File: src/verilog/mic_map.svh
/*
 holds the address, field positions, reset values and decode figures
 of the mac interface control register.
 assumes it is included by bare name into the design files.
*/
`ifndef MIC_MAP_SVH
`define MIC_MAP_SVH

`define MIC_ADDR_W     5
`define MIC_CTRL_ADDR  5'h17
`define MIC_STRAP_W    5

`define MIC_B_RSV15    15
`define MIC_B_THR_HI   14
`define MIC_B_THR_LO   13
`define MIC_B_RXDLY    12
`define MIC_B_TXDLY    11
`define MIC_B_RSV10    10
`define MIC_B_RGMII    9
`define MIC_B_RSV8     8
`define MIC_B_CLK50    7
`define MIC_B_RSV6     6
`define MIC_B_RMII     5
`define MIC_B_REV10    4
`define MIC_B_OVF      3
`define MIC_B_UNF      2
`define MIC_B_EB_HI    1
`define MIC_B_EB_LO    0

`define MIC_S_RXDLY    4
`define MIC_S_TXDLY    3
`define MIC_S_RGMII    2
`define MIC_S_CLK50    1
`define MIC_S_RMII     0

`define MIC_THR_RST    2'h2
`define MIC_EB_RST     2'h1
`define MIC_RSV6_RST   1'h1
`define MIC_REV_RST    1'h0

`define MIC_THR_00     4'h5
`define MIC_THR_01     4'h2
`define MIC_THR_10     4'h6
`define MIC_THR_11     4'hA
`define MIC_EB_00      3'h5
`define MIC_EB_01      3'h2
`define MIC_EB_10      3'h3
`define MIC_EB_11      3'h4

`endif

File: src/verilog/mic_pkg.sv
/*
 types shared by the mac interface control register files.
 assumes nothing of its surroundings.
*/
`default_nettype none
package mic_pkg;
    // interface flavour driven toward the mac side datapath
    typedef enum logic [1:0] {
        MIC_MODE_MII,
        MIC_MODE_RMII,
        MIC_MODE_RGMII
    } mic_mode_e;

    // carrier / data valid generator states
    typedef enum logic [1:0] {
        MIC_CRS_IDLE,
        MIC_CRS_CARRIER,
        MIC_CRS_TAIL
    } mic_crs_state_e;

    typedef logic [15:0] mic_word_t;
endpackage
`default_nettype wire

File: src/verilog/mic_ctrl.sv
/*
 mac interface control register: holds the mac side interface
 configuration, decodes it for the datapath, reports rx fifo over and
 underflow, and shapes the rmii carrier / data valid signal.
 assumes a plain register port (strobes, read data one cycle later),
 fifo event pulses and carrier inputs synchronous to clk_i.
*/
`default_nettype none
`include "mic_map.svh"
module mic_ctrl
    import mic_pkg::*;
(
    input  wire logic                   clk_i,
    input  wire logic                   rst_n_i,
    input  wire logic                   ce_i,
    // register port
    input  wire logic [`MIC_ADDR_W-1:0] addr_i,
    input  wire logic [15:0]            wdata_i,
    input  wire logic                   wr_i,
    input  wire logic                   rd_i,
    output logic      [15:0]            rdata_o,
    // strap pins
    input  wire logic                   strap_rx_dly_i,
    input  wire logic                   strap_tx_dly_i,
    input  wire logic                   strap_rgmii_i,
    input  wire logic                   strap_clk50_i,
    input  wire logic                   strap_rmii_i,
    // rx fifo events
    input  wire logic                   fifo_ovf_i,
    input  wire logic                   fifo_unf_i,
    // rmii receive side
    input  wire logic                   crs_i,
    input  wire logic                   rx_data_vld_i,
    output logic                        crs_dv_o,
    // decoded configuration
    output mic_mode_e                   mode_o,
    output logic                        rx_clk_dly_o,
    output logic                        tx_clk_dly_o,
    output logic                        ref_clk_50_o,
    output logic                        rmii_rev10_o,
    output logic      [3:0]             sgmii_thr_bits_o,
    output logic      [2:0]             eb_tol_bits_o
);
    // strap capture outputs
    logic [`MIC_STRAP_W-1:0] strap_vec;   // strap pins as a vector
    logic [`MIC_STRAP_W-1:0] strap_val;   // captured levels
    logic                    strap_vld;   // load pulse

    // decoded bus strobes
    logic                    hit;         // address matches register
    logic                    wr_hit;      // write to register
    logic                    rd_hit;      // read of register, clears flags

    // sticky event flags
    logic                    ovf_seen;    // overflow since last read
    logic                    unf_seen;    // underflow since last read

    // register fields
    logic [1:0]              thr_reg;     // sgmii half-full threshold
    logic [1:0]              thr_next;
    logic                    rxd_reg;     // rgmii rx clock delay
    logic                    rxd_next;
    logic                    txd_reg;     // rgmii tx clock delay
    logic                    txd_next;
    logic                    rsv10_reg;   // reserved, writable
    logic                    rsv10_next;
    logic                    rgmii_reg;   // rgmii enable
    logic                    rgmii_next;
    logic                    rsv8_reg;    // reserved, writable
    logic                    rsv8_next;
    logic                    clk50_reg;   // reference clock select
    logic                    clk50_next;
    logic                    rsv6_reg;    // reserved, writable, resets 1
    logic                    rsv6_next;
    logic                    rmii_reg;    // rmii enable
    logic                    rmii_next;
    logic                    rev_reg;     // rmii revision select
    logic                    rev_next;
    logic [1:0]              eb_reg;      // elasticity buffer size
    logic [1:0]              eb_next;

    // read path
    mic_word_t               word;        // assembled register image
    logic [15:0]             rdata_reg;
    logic [15:0]             rdata_next;

    // decoded outputs
    mic_mode_e               mode_reg;
    mic_mode_e               mode_next;
    logic                    rxo_reg;
    logic                    rxo_next;
    logic                    txo_reg;
    logic                    txo_next;
    logic                    c50_reg;
    logic                    c50_next;
    logic                    r10_reg;
    logic                    r10_next;
    logic [3:0]              thro_reg;
    logic [3:0]              thro_next;
    logic [2:0]              ebo_reg;
    logic [2:0]              ebo_next;

    // carrier / data valid generator
    mic_crs_state_e          crs_st_reg;
    mic_crs_state_e          crs_st_next;
    logic                    crs_dv_reg;
    logic                    crs_dv_next;

    assign strap_vec[`MIC_S_RXDLY] = strap_rx_dly_i;
    assign strap_vec[`MIC_S_TXDLY] = strap_tx_dly_i;
    assign strap_vec[`MIC_S_RGMII] = strap_rgmii_i;
    assign strap_vec[`MIC_S_CLK50] = strap_clk50_i;
    assign strap_vec[`MIC_S_RMII]  = strap_rmii_i;

    // strap levels latched once after reset release
    mic_strap_cap u_strap (
        .clk_i       (clk_i),
        .rst_n_i     (rst_n_i),
        .ce_i        (ce_i),
        .strap_i     (strap_vec),
        .strap_val_o (strap_val),
        .strap_vld_o (strap_vld)
    );

    // address decode; strobes are ignored while clock enable is low
    assign hit    = (addr_i == `MIC_CTRL_ADDR);
    assign wr_hit = wr_i && hit;
    assign rd_hit = rd_i && hit && ce_i;

    // overflow flag, cleared by reading the register
    mic_cor_flag u_ovf (
        .clk_i   (clk_i),
        .rst_n_i (rst_n_i),
        .ce_i    (ce_i),
        .set_i   (fifo_ovf_i),
        .clr_i   (rd_hit),
        .flag_o  (ovf_seen)
    );

    // underflow flag, cleared by reading the register
    mic_cor_flag u_unf (
        .clk_i   (clk_i),
        .rst_n_i (rst_n_i),
        .ce_i    (ce_i),
        .set_i   (fifo_unf_i),
        .clr_i   (rd_hit),
        .flag_o  (unf_seen)
    );

    // field next values: strap load beats a write in the same cycle
    always_comb begin
        thr_next   = thr_reg;
        rxd_next   = rxd_reg;
        txd_next   = txd_reg;
        rsv10_next = rsv10_reg;
        rgmii_next = rgmii_reg;
        rsv8_next  = rsv8_reg;
        clk50_next = clk50_reg;
        rsv6_next  = rsv6_reg;
        rmii_next  = rmii_reg;
        rev_next   = rev_reg;
        eb_next    = eb_reg;
        if (strap_vld) begin
            rxd_next   = strap_val[`MIC_S_RXDLY];
            txd_next   = strap_val[`MIC_S_TXDLY];
            rgmii_next = strap_val[`MIC_S_RGMII];
            clk50_next = strap_val[`MIC_S_CLK50];
            rmii_next  = strap_val[`MIC_S_RMII];
        end else if (wr_hit) begin
            // bit 15 and the two status bits are read only
            thr_next   = wdata_i[`MIC_B_THR_HI:`MIC_B_THR_LO];
            rxd_next   = wdata_i[`MIC_B_RXDLY];
            txd_next   = wdata_i[`MIC_B_TXDLY];
            rsv10_next = wdata_i[`MIC_B_RSV10];
            rgmii_next = wdata_i[`MIC_B_RGMII];
            rsv8_next  = wdata_i[`MIC_B_RSV8];
            clk50_next = wdata_i[`MIC_B_CLK50];
            rsv6_next  = wdata_i[`MIC_B_RSV6];
            rmii_next  = wdata_i[`MIC_B_RMII];
            rev_next   = wdata_i[`MIC_B_REV10];
            eb_next    = wdata_i[`MIC_B_EB_HI:`MIC_B_EB_LO];
        end
    end

    // field registers; strap fields sit at zero until the load pulse
    always_ff @(posedge clk_i or negedge rst_n_i) begin
        if (!rst_n_i) begin
            thr_reg   <= `MIC_THR_RST;
            rxd_reg   <= 1'b0;
            txd_reg   <= 1'b0;
            rsv10_reg <= 1'b0;
            rgmii_reg <= 1'b0;
            rsv8_reg  <= 1'b0;
            clk50_reg <= 1'b0;
            rsv6_reg  <= `MIC_RSV6_RST;
            rmii_reg  <= 1'b0;
            rev_reg   <= `MIC_REV_RST;
            eb_reg    <= `MIC_EB_RST;
        end else if (ce_i) begin
            thr_reg   <= thr_next;
            rxd_reg   <= rxd_next;
            txd_reg   <= txd_next;
            rsv10_reg <= rsv10_next;
            rgmii_reg <= rgmii_next;
            rsv8_reg  <= rsv8_next;
            clk50_reg <= clk50_next;
            rsv6_reg  <= rsv6_next;
            rmii_reg  <= rmii_next;
            rev_reg   <= rev_next;
            eb_reg    <= eb_next;
        end
    end

    // register image; status bits read 1 until an event is seen
    always_comb begin
        word                                = '0;
        word[`MIC_B_THR_HI:`MIC_B_THR_LO]   = thr_reg;
        word[`MIC_B_RXDLY]                  = rxd_reg;
        word[`MIC_B_TXDLY]                  = txd_reg;
        word[`MIC_B_RSV10]                  = rsv10_reg;
        word[`MIC_B_RGMII]                  = rgmii_reg;
        word[`MIC_B_RSV8]                   = rsv8_reg;
        word[`MIC_B_CLK50]                  = clk50_reg;
        word[`MIC_B_RSV6]                   = rsv6_reg;
        word[`MIC_B_RMII]                   = rmii_reg;
        word[`MIC_B_REV10]                  = rev_reg;
        word[`MIC_B_OVF]                    = ~ovf_seen;
        word[`MIC_B_UNF]                    = ~unf_seen;
        word[`MIC_B_EB_HI:`MIC_B_EB_LO]     = eb_reg;
    end

    // read data stand only in the cycle after the strobe; unmapped reads 0
    always_comb begin
        rdata_next = 16'h0000;
        if (rd_hit) begin
            rdata_next = word;
        end
    end

    always_ff @(posedge clk_i or negedge rst_n_i) begin
        if (!rst_n_i) begin
            rdata_reg <= 16'h0000;
        end else if (ce_i) begin
            rdata_reg <= rdata_next;
        end
    end

    // decode of the configuration toward the datapath
    always_comb begin
        // rgmii enable overrides the rmii bit
        if (rgmii_reg) begin
            mode_next = MIC_MODE_RGMII;
        end else if (rmii_reg) begin
            mode_next = MIC_MODE_RMII;
        end else begin
            mode_next = MIC_MODE_MII;
        end
        // the 2 ns delay itself is a delay line outside this logic
        rxo_next = rxd_reg;
        txo_next = txd_reg;
        c50_next = clk50_reg;
        r10_next = rev_reg;
        case (thr_reg)
            2'h0:    thro_next = `MIC_THR_00;
            2'h1:    thro_next = `MIC_THR_01;
            2'h2:    thro_next = `MIC_THR_10;
            default: thro_next = `MIC_THR_11;
        endcase
        // smallest setting still covers normal frames at 100 ppm
        case (eb_reg)
            2'h0:    ebo_next = `MIC_EB_00;
            2'h1:    ebo_next = `MIC_EB_01;
            2'h2:    ebo_next = `MIC_EB_10;
            default: ebo_next = `MIC_EB_11;
        endcase
    end

    always_ff @(posedge clk_i or negedge rst_n_i) begin
        if (!rst_n_i) begin
            mode_reg <= MIC_MODE_MII;
            rxo_reg  <= 1'b0;
            txo_reg  <= 1'b0;
            c50_reg  <= 1'b0;
            r10_reg  <= 1'b0;
            thro_reg <= `MIC_THR_10;
            ebo_reg  <= `MIC_EB_01;
        end else if (ce_i) begin
            mode_reg <= mode_next;
            rxo_reg  <= rxo_next;
            txo_reg  <= txo_next;
            c50_reg  <= c50_next;
            r10_reg  <= r10_next;
            thro_reg <= thro_next;
            ebo_reg  <= ebo_next;
        end
    end

    // carrier / data valid: carrier phase, then a tail while data drains
    always_comb begin
        crs_st_next = crs_st_reg;
        crs_dv_next = 1'b0;
        case (crs_st_reg)
            MIC_CRS_IDLE: begin
                if (crs_i) begin
                    crs_st_next = MIC_CRS_CARRIER;
                    crs_dv_next = 1'b1;
                end
            end
            MIC_CRS_CARRIER: begin
                crs_dv_next = 1'b1;
                if (!crs_i && rx_data_vld_i) begin
                    crs_st_next = MIC_CRS_TAIL;
                    crs_dv_next = rev_reg;
                end else if (!crs_i) begin
                    crs_st_next = MIC_CRS_IDLE;
                    crs_dv_next = 1'b0;
                end
            end
            MIC_CRS_TAIL: begin
                if (!rx_data_vld_i) begin
                    crs_st_next = MIC_CRS_IDLE;
                    crs_dv_next = 1'b0;
                end else if (rev_reg) begin
                    crs_dv_next = 1'b1;
                end else begin
                    crs_dv_next = ~crs_dv_reg;
                end
            end
            default: begin
                crs_st_next = MIC_CRS_IDLE;
                crs_dv_next = 1'b0;
            end
        endcase
        // outside rmii the generator is parked; mii uses its own pins
        if (mode_reg != MIC_MODE_RMII) begin
            crs_st_next = MIC_CRS_IDLE;
            crs_dv_next = 1'b0;
        end
    end

    always_ff @(posedge clk_i or negedge rst_n_i) begin
        if (!rst_n_i) begin
            crs_st_reg <= MIC_CRS_IDLE;
            crs_dv_reg <= 1'b0;
        end else if (ce_i) begin
            crs_st_reg <= crs_st_next;
            crs_dv_reg <= crs_dv_next;
        end
    end

    assign rdata_o          = rdata_reg;
    assign crs_dv_o         = crs_dv_reg;
    assign mode_o           = mode_reg;
    assign rx_clk_dly_o     = rxo_reg;
    assign tx_clk_dly_o     = txo_reg;
    assign ref_clk_50_o     = c50_reg;
    assign rmii_rev10_o     = r10_reg;
    assign sgmii_thr_bits_o = thro_reg;
    assign eb_tol_bits_o    = ebo_reg;
endmodule
`default_nettype wire

File: src/verilog/mic_cor_flag.sv
/*
 one sticky event flag, cleared by a register read.
 assumes set and clear are one-cycle pulses in the clk_i domain.
*/
`default_nettype none
module mic_cor_flag
    import mic_pkg::*;
(
    input  wire logic clk_i,
    input  wire logic rst_n_i,
    input  wire logic ce_i,
    input  wire logic set_i,
    input  wire logic clr_i,
    output logic      flag_o
);
    logic flag_reg;   // event seen since last read
    logic flag_next;

    // set wins over a clear in the same cycle, so no event is lost
    always_comb begin
        flag_next = flag_reg;
        if (set_i) begin
            flag_next = 1'b1;
        end else if (clr_i) begin
            flag_next = 1'b0;
        end
    end

    // register only; frozen while clock enable is low
    always_ff @(posedge clk_i or negedge rst_n_i) begin
        if (!rst_n_i) begin
            flag_reg <= 1'b0;
        end else if (ce_i) begin
            flag_reg <= flag_next;
        end
    end

    assign flag_o = flag_reg;
endmodule
`default_nettype wire

File: src/verilog/mic_strap_cap.sv
/*
 catches the strap pin levels once, at the first enabled edge after reset.
 assumes straps are stable around reset release and synchronous to clk_i.
*/
`default_nettype none
`include "mic_map.svh"
module mic_strap_cap
    import mic_pkg::*;
(
    input  wire logic                    clk_i,
    input  wire logic                    rst_n_i,
    input  wire logic                    ce_i,
    input  wire logic [`MIC_STRAP_W-1:0] strap_i,
    output logic      [`MIC_STRAP_W-1:0] strap_val_o,
    output logic                         strap_vld_o
);
    logic [`MIC_STRAP_W-1:0] val_reg;   // latched strap levels
    logic [`MIC_STRAP_W-1:0] val_next;
    logic                    done_reg;  // capture already taken
    logic                    done_next;
    logic                    vld_reg;   // one-cycle load pulse
    logic                    vld_next;

    // capture happens in a clocked process, never inside the reset branch
    always_comb begin
        val_next  = val_reg;
        done_next = done_reg;
        vld_next  = 1'b0;
        if (!done_reg) begin
            val_next  = strap_i;
            done_next = 1'b1;
            vld_next  = 1'b1;
        end
    end

    always_ff @(posedge clk_i or negedge rst_n_i) begin
        if (!rst_n_i) begin
            val_reg  <= '0;
            done_reg <= 1'b0;
            vld_reg  <= 1'b0;
        end else if (ce_i) begin
            val_reg  <= val_next;
            done_reg <= done_next;
            vld_reg  <= vld_next;
        end
    end

    assign strap_val_o = val_reg;
    assign strap_vld_o = vld_reg;
endmodule
`default_nettype wire

File: config.mk
export PLATFORM = sky130hd
export DESIGN_NAME = mic_ctrl
export DESIGN_NICKNAME = d
export VERILOG_FILES = /design/src/verilog/mic_pkg.sv /design/src/verilog/mic_ctrl.sv /design/src/verilog/mic_cor_flag.sv /design/src/verilog/mic_strap_cap.sv
export VERILOG_INCLUDE_DIRS = /design/src /design/src/verilog
export SDC_FILE = /design/constraint.sdc
export NUM_CORES = 1
export LEC_CHECK = 0
export BUFFER_PORTS_ARGS = -buffer_cell sky130_fd_sc_hd__buf_4
export CORE_ASPECT_RATIO = 1.2
export CORE_MARGIN = 3
export CORE_UTILIZATION = 33
export CTS_CLUSTER_DIAMETER = 100
export DETAILED_ROUTE_END_ITERATION = 7
export GPL_TIMING_DRIVEN = 0
export HOLD_SLACK_MARGIN = 0.02
export PLACE_DENSITY = 0.58
export SYNTH_ARGS = -nofsm -noshare
export SYNTH_HDL_FRONTEND = slang
export SYNTH_SLANG_ARGS = --single-unit
File: constraint.sdc
create_clock -name clk_i -period 2.9 [get_ports clk_i]
set_clock_uncertainty 0.15 [all_clocks]
set_input_delay 0.58 -clock clk_i [delete_from_list [all_inputs] [get_ports clk_i]]
set_output_delay 0.58 -clock clk_i [all_outputs]
set_load 0.005 [all_outputs]
Yosys cells after proc, flatten, opt, wreduce, memory -nomap -nowiden
Index checks and enable logic that the tools add are counted.
W data, S select, Z words.
Storage, ports and cells
  flip-flop bits (word level): 54
  bits in latches: 0
  bits in writable memories: 0
  bits in read-only memories: 0
  bits of input ports: 35
  output and inout port bits: 30
  logic and storage cells: 90
  memories kept: 0
Operators by class
  $add $sub $neg: 0
  $mul: 0
  divide/modulo/power cells: 0
  order comparisons: 0
  equality and inequality tests: 11
  shifts and indexed selects: 0
  multiplexer cells: 31
  bitwise operators: 5
  reduce and logical (&&, ||, !) cells: 17
Operators with widths (count)
  $mux W1: 20
  $mux W15: 1
  $mux W2: 6
  $pmux W4 S3: 1
  $pmux W3 S3: 1
  $reduce_and A2 Y1: 4
  $eq A2 B1 Y1 const B: 3
  $eq A2 B2 Y1 const B: 3
  $logic_not A2 Y1: 3
  $ne A3 B3 Y1 const B: 2
  $pmux W2 S3: 1
  $reduce_bool A2 Y1: 3
  $eq A5 B5 Y1 const B: 1
  $not A1 Y1: 5
  $logic_and A1 B1 Y1: 4
  $ne A4 B4 Y1 const B: 1
  $reduce_and A4 Y1: 1
  $pmux W1 S3: 1
  $reduce_and A3 Y1: 1
  $ne A2 B1 Y1 const B: 1
  $logic_not A1 Y1: 1

Logic depth before layout (Yosys ltp)
  word-level depth: 5
  gate-level depth with buffers: 6
  mapped depth without buffers: 4

Cells and area by module
Synthesis repeated with hierarchy kept, for this count alone.
Second synthesis, totals
  cell total of the unflattened synthesis: 179
  area, all modules: 2234.6 sq um
Modules (own cells, without submodules)
  mic_ctrl: instances 1, cells each 156, area each 1865.5 sq um, sequential area each 1108.6 sq um
  mic_strap_cap: instances 1, cells each 17, area each 294.0 sq um, sequential area each 175.2 sq um
  mic_cor_flag: instances 2, cells each 3, area each 37.5 sq um, sequential area each 25.0 sq um

Worst setup path before layout
Ideal clock, no wire load.
  path kind: input -> register
  start point: input port ce_i
  end point: register rsv10_reg
  library setup time: 0.125 ns
  arrival time: 1.615 ns
  data required time: 2.625 ns
  slack: 1.010 ns
  stages: 5
  buffers on the path: 2
  cell sequence: buf_2 -> nand2_1 -> nor4_1 -> buf_2 -> mux2_2
Between the ends
  cells in the longest elaborated chain, start to end: 1
RTL lines
  from (decl): RTL line mic_ctrl.sv:15  | input wire logic ce_i,
  $reduce_and A3 Y1 (no line)
  to (signal assigned): RTL line mic_ctrl.sv:203  | rsv10_reg <= rsv10_next;
  to (decl): RTL line mic_ctrl.sv:65  | logic rsv10_reg;
No other way between the ends.
A chain may end at the register's enable or synchronous reset.

Worst setup path in the final report
  start point: register u_strap.vld_reg, in the netlist u_strap.strap_vld_o
  end point: register rsv10_reg
Between the ends
  cells in the longest elaborated chain, start to end: 2
RTL lines
  from (decl): RTL line mic_strap_cap.sv:21  | logic vld_reg;
  from (signal assigned): RTL line mic_strap_cap.sv:44  | vld_reg <= vld_next;
  $not A1 Y1 (no line)
  $reduce_and A3 Y1 (no line)
No other way between the ends.

==> impl_metrics.toml <==
[run_status]
outcome = "completed"

[clock_network]
clockBufferDepth = 2
numCtsBuffers = 5
ctsHtreeMaxLevel = 2
post_cts_resized = 0
clkSinkCount = 53
cts_setup_buffers = 0
ctsHoldBuffers = 0
worstSkewPairLatency_ps = 310
clkTransAtPathRegs_ps = 110
tritoncts = "done"
ctsRootBufferMaster = "clkbuf_8"

[route]
postRouteWirelength_um = 4920
firstDrtPassIters = 4
routedWlPerCell_um = 14.6
vias = 1579
via_per_inst = 4.69
antenna_left = 0
drt-initial-drc-count = 67
drc_errors = 0

[finish]
layout_commonest_cell = "buf_4"
fillerInstances = 621
stdcell_count = 337
layout_common_cells = "buf_4 (60), dfrtp_1 (47), nand2_1 (24), o2bb2ai_1 (15), o21ai_0 (13)"
fin_area_um2 = 2800
diodes = 0
layout.nets = 291
largest_reg_flops = 15
syn_to_final_growth_pct = 29.5
drive_above_1_share_pct = 36.1

[timing]
maxSlewViolCount = 0
fin_ws_ps = 1020
setup_viol = 0
fin_setup_tns_ps = 0
slew_headroom_pct = 55.9
rsz0062_at_grt = "no"
hold_viol = 0
period_needed_ps = 1880
worst_pin_slew_ps = 661
fin_crit_sh_pct = 64.9
fmax_mhz = 532

[placed_design]
gp_congestion = 0.705
dp_slack_ps = 720
portBuffers = 59
dp_cells = 329
place_hpwl_um = 3580
placed_area_um2 = 2710

[critical_path]
worst_ep_arrival_time_ps = 1940
crit_fanout = 10
startpoint_type = "flip-flop"
critPathTopFamily = "buffers and inverters"
path_depth = 4
startpoint = "u_strap.strap_vld_o"
cp_slowest_cell = "nor4_1"
cpMostUsedCell = "buf_2"
rr_startpoint = "u_strap.strap_vld_o"
reg2reg_depth = 4
crit_path_end_kind = "flip-flop"
path_cells = "buf_2 -> nor4_1 -> buf_2 -> mux2_2"
worstPathRequired_ps = 2960
crit_buf_inv = 2
slowest_delay_ps = 400
criticalPathCategory = "flip-flop to flip-flop"

[synthesis]
ys_warn_count = 0
synth_area_per_cell_um2 = 11.5
syn_inst = 188
async_reset_ff_share_pct = 100
ys_ff_latch = 53
netlist_area_um2 = 2160
synth.distinct_cells = 31
syn_nets = 225
synth_flop_cell = "dfrtp_1"
synth_edf_count = 0
yosysSeqAreaShare_pct = 61.6

[floorplanning]
pin_count = 65
core_area_um2 = 6210
fp.dieArea_um2 = 7570
die_w_um = 79.9
initial_core_util_pct = 34.9
std_cell_rows = 31
die_h_um = 94.7

[power_and_ir_drop]
power_density_nw_per_um2 = 557
peakVddDrop_mv = 0.356
leakagePower_nw = 1.33

[worst_hold_path]
hold_path.class = "primary input to async pin"

[global_route]
antenna_found_initial = 0
grt_max_degree = 54
grt-ovfl-total = 0
grt_pass1_vias = 1609
grt_usage_pct = 13.9
grt_pass1_wl_um = 8170

[run]
max_cap_viol_count = 0
power breakdown:
group | total [mW] | switching [mW] | internal [mW]
clock network | 0.429 | 0.254 | 0.175
registers | 0.888 | 0.0546 | 0.834
logic | 0.245 | 0.111 | 0.134
worst paths after layout:
check | to | slack [ps]
max in group asynchronous | u_strap.strap_val_o[1] | 2000
min reg2reg | rdata_o[3] | 310
min in group clk_i | rdata_o[3] | 310
min | sgmii_thr_bits_o[3] | 130
max reg2reg | rsv10_reg | 1020
max | rsv10_reg | 1020
logic make-up (layout without fill, tap and decap cells):
kind of cell               count (synthesis)  after routing  synth area share [%]
buffers and inverters                     24             91                  4.57
AOI/OAI and AO/OA                         47             47                  15.1
DFF                                       53             53                  61.6
and+or+nand+nor                           45             45                  9.31
other                                      1              1                 0.173
adders and majority gates                  2              2                  1.16
muxes                                     16             16                  8.03
metal layers:
layer  routed length [µm]  up-vias  GRT usage [%]
met2                 2470       37           22.7
met4                   48        0           4.23
li1                     -      774              -
met1                 2190      764           18.6
met5                    0        -              0
met3                  211        4           2.96
cells in the mapped netlist, types with 2 or more instances:
library cell,n,area [µm²]
mux2i_1,5,50.1
mux2_2,11,124
a22o_1,3,26.3
o21ai_0,13,65.1
nor2_1,8,30.0
buf_2,4,20.0
nand2b_1,4,25.0
clkbuf_1,6,22.5
a21oi_1,9,45.0
nand3_1,2,10.0
o31ai_1,3,22.5
o2bb2ai_1,15,131
dfstp_2,6,158
inv_1,12,45.0
dfrtp_1,47,1180
ha_1,2,25.0
nand2_1,24,90.1
layout make-up:
| class | instances | area, µm² | share of cell area, % |
|---|---|---|---|
| sequential | 53 | 1330 | 47.6 |
| clock inverter | 3 | 25.0 | 0.892 |
| inverter | 13 | 48.8 | 1.74 |
| tap | 82 | 103 | 3.66 |
| timing repair buffer | 59 | 443 | 15.8 |
| clock buffer | 5 | 68.8 | 2.45 |
| buffer | 11 | 50.0 | 1.78 |
| multi-input combinational | 111 | 732 | 26.1 |
per-stage QoR:
step	hold slack, ps	power [mW]	utilization, %
floorplan	134	1.01	-
global placement	300	1.15	43.7
detailed placement	306	1.15	43.7
CTS	163	1.58	45.2
global route	178	1.66	45.2
finish	133	1.56	45.2
Note: power is estimated with default switching activity, not from simulation.
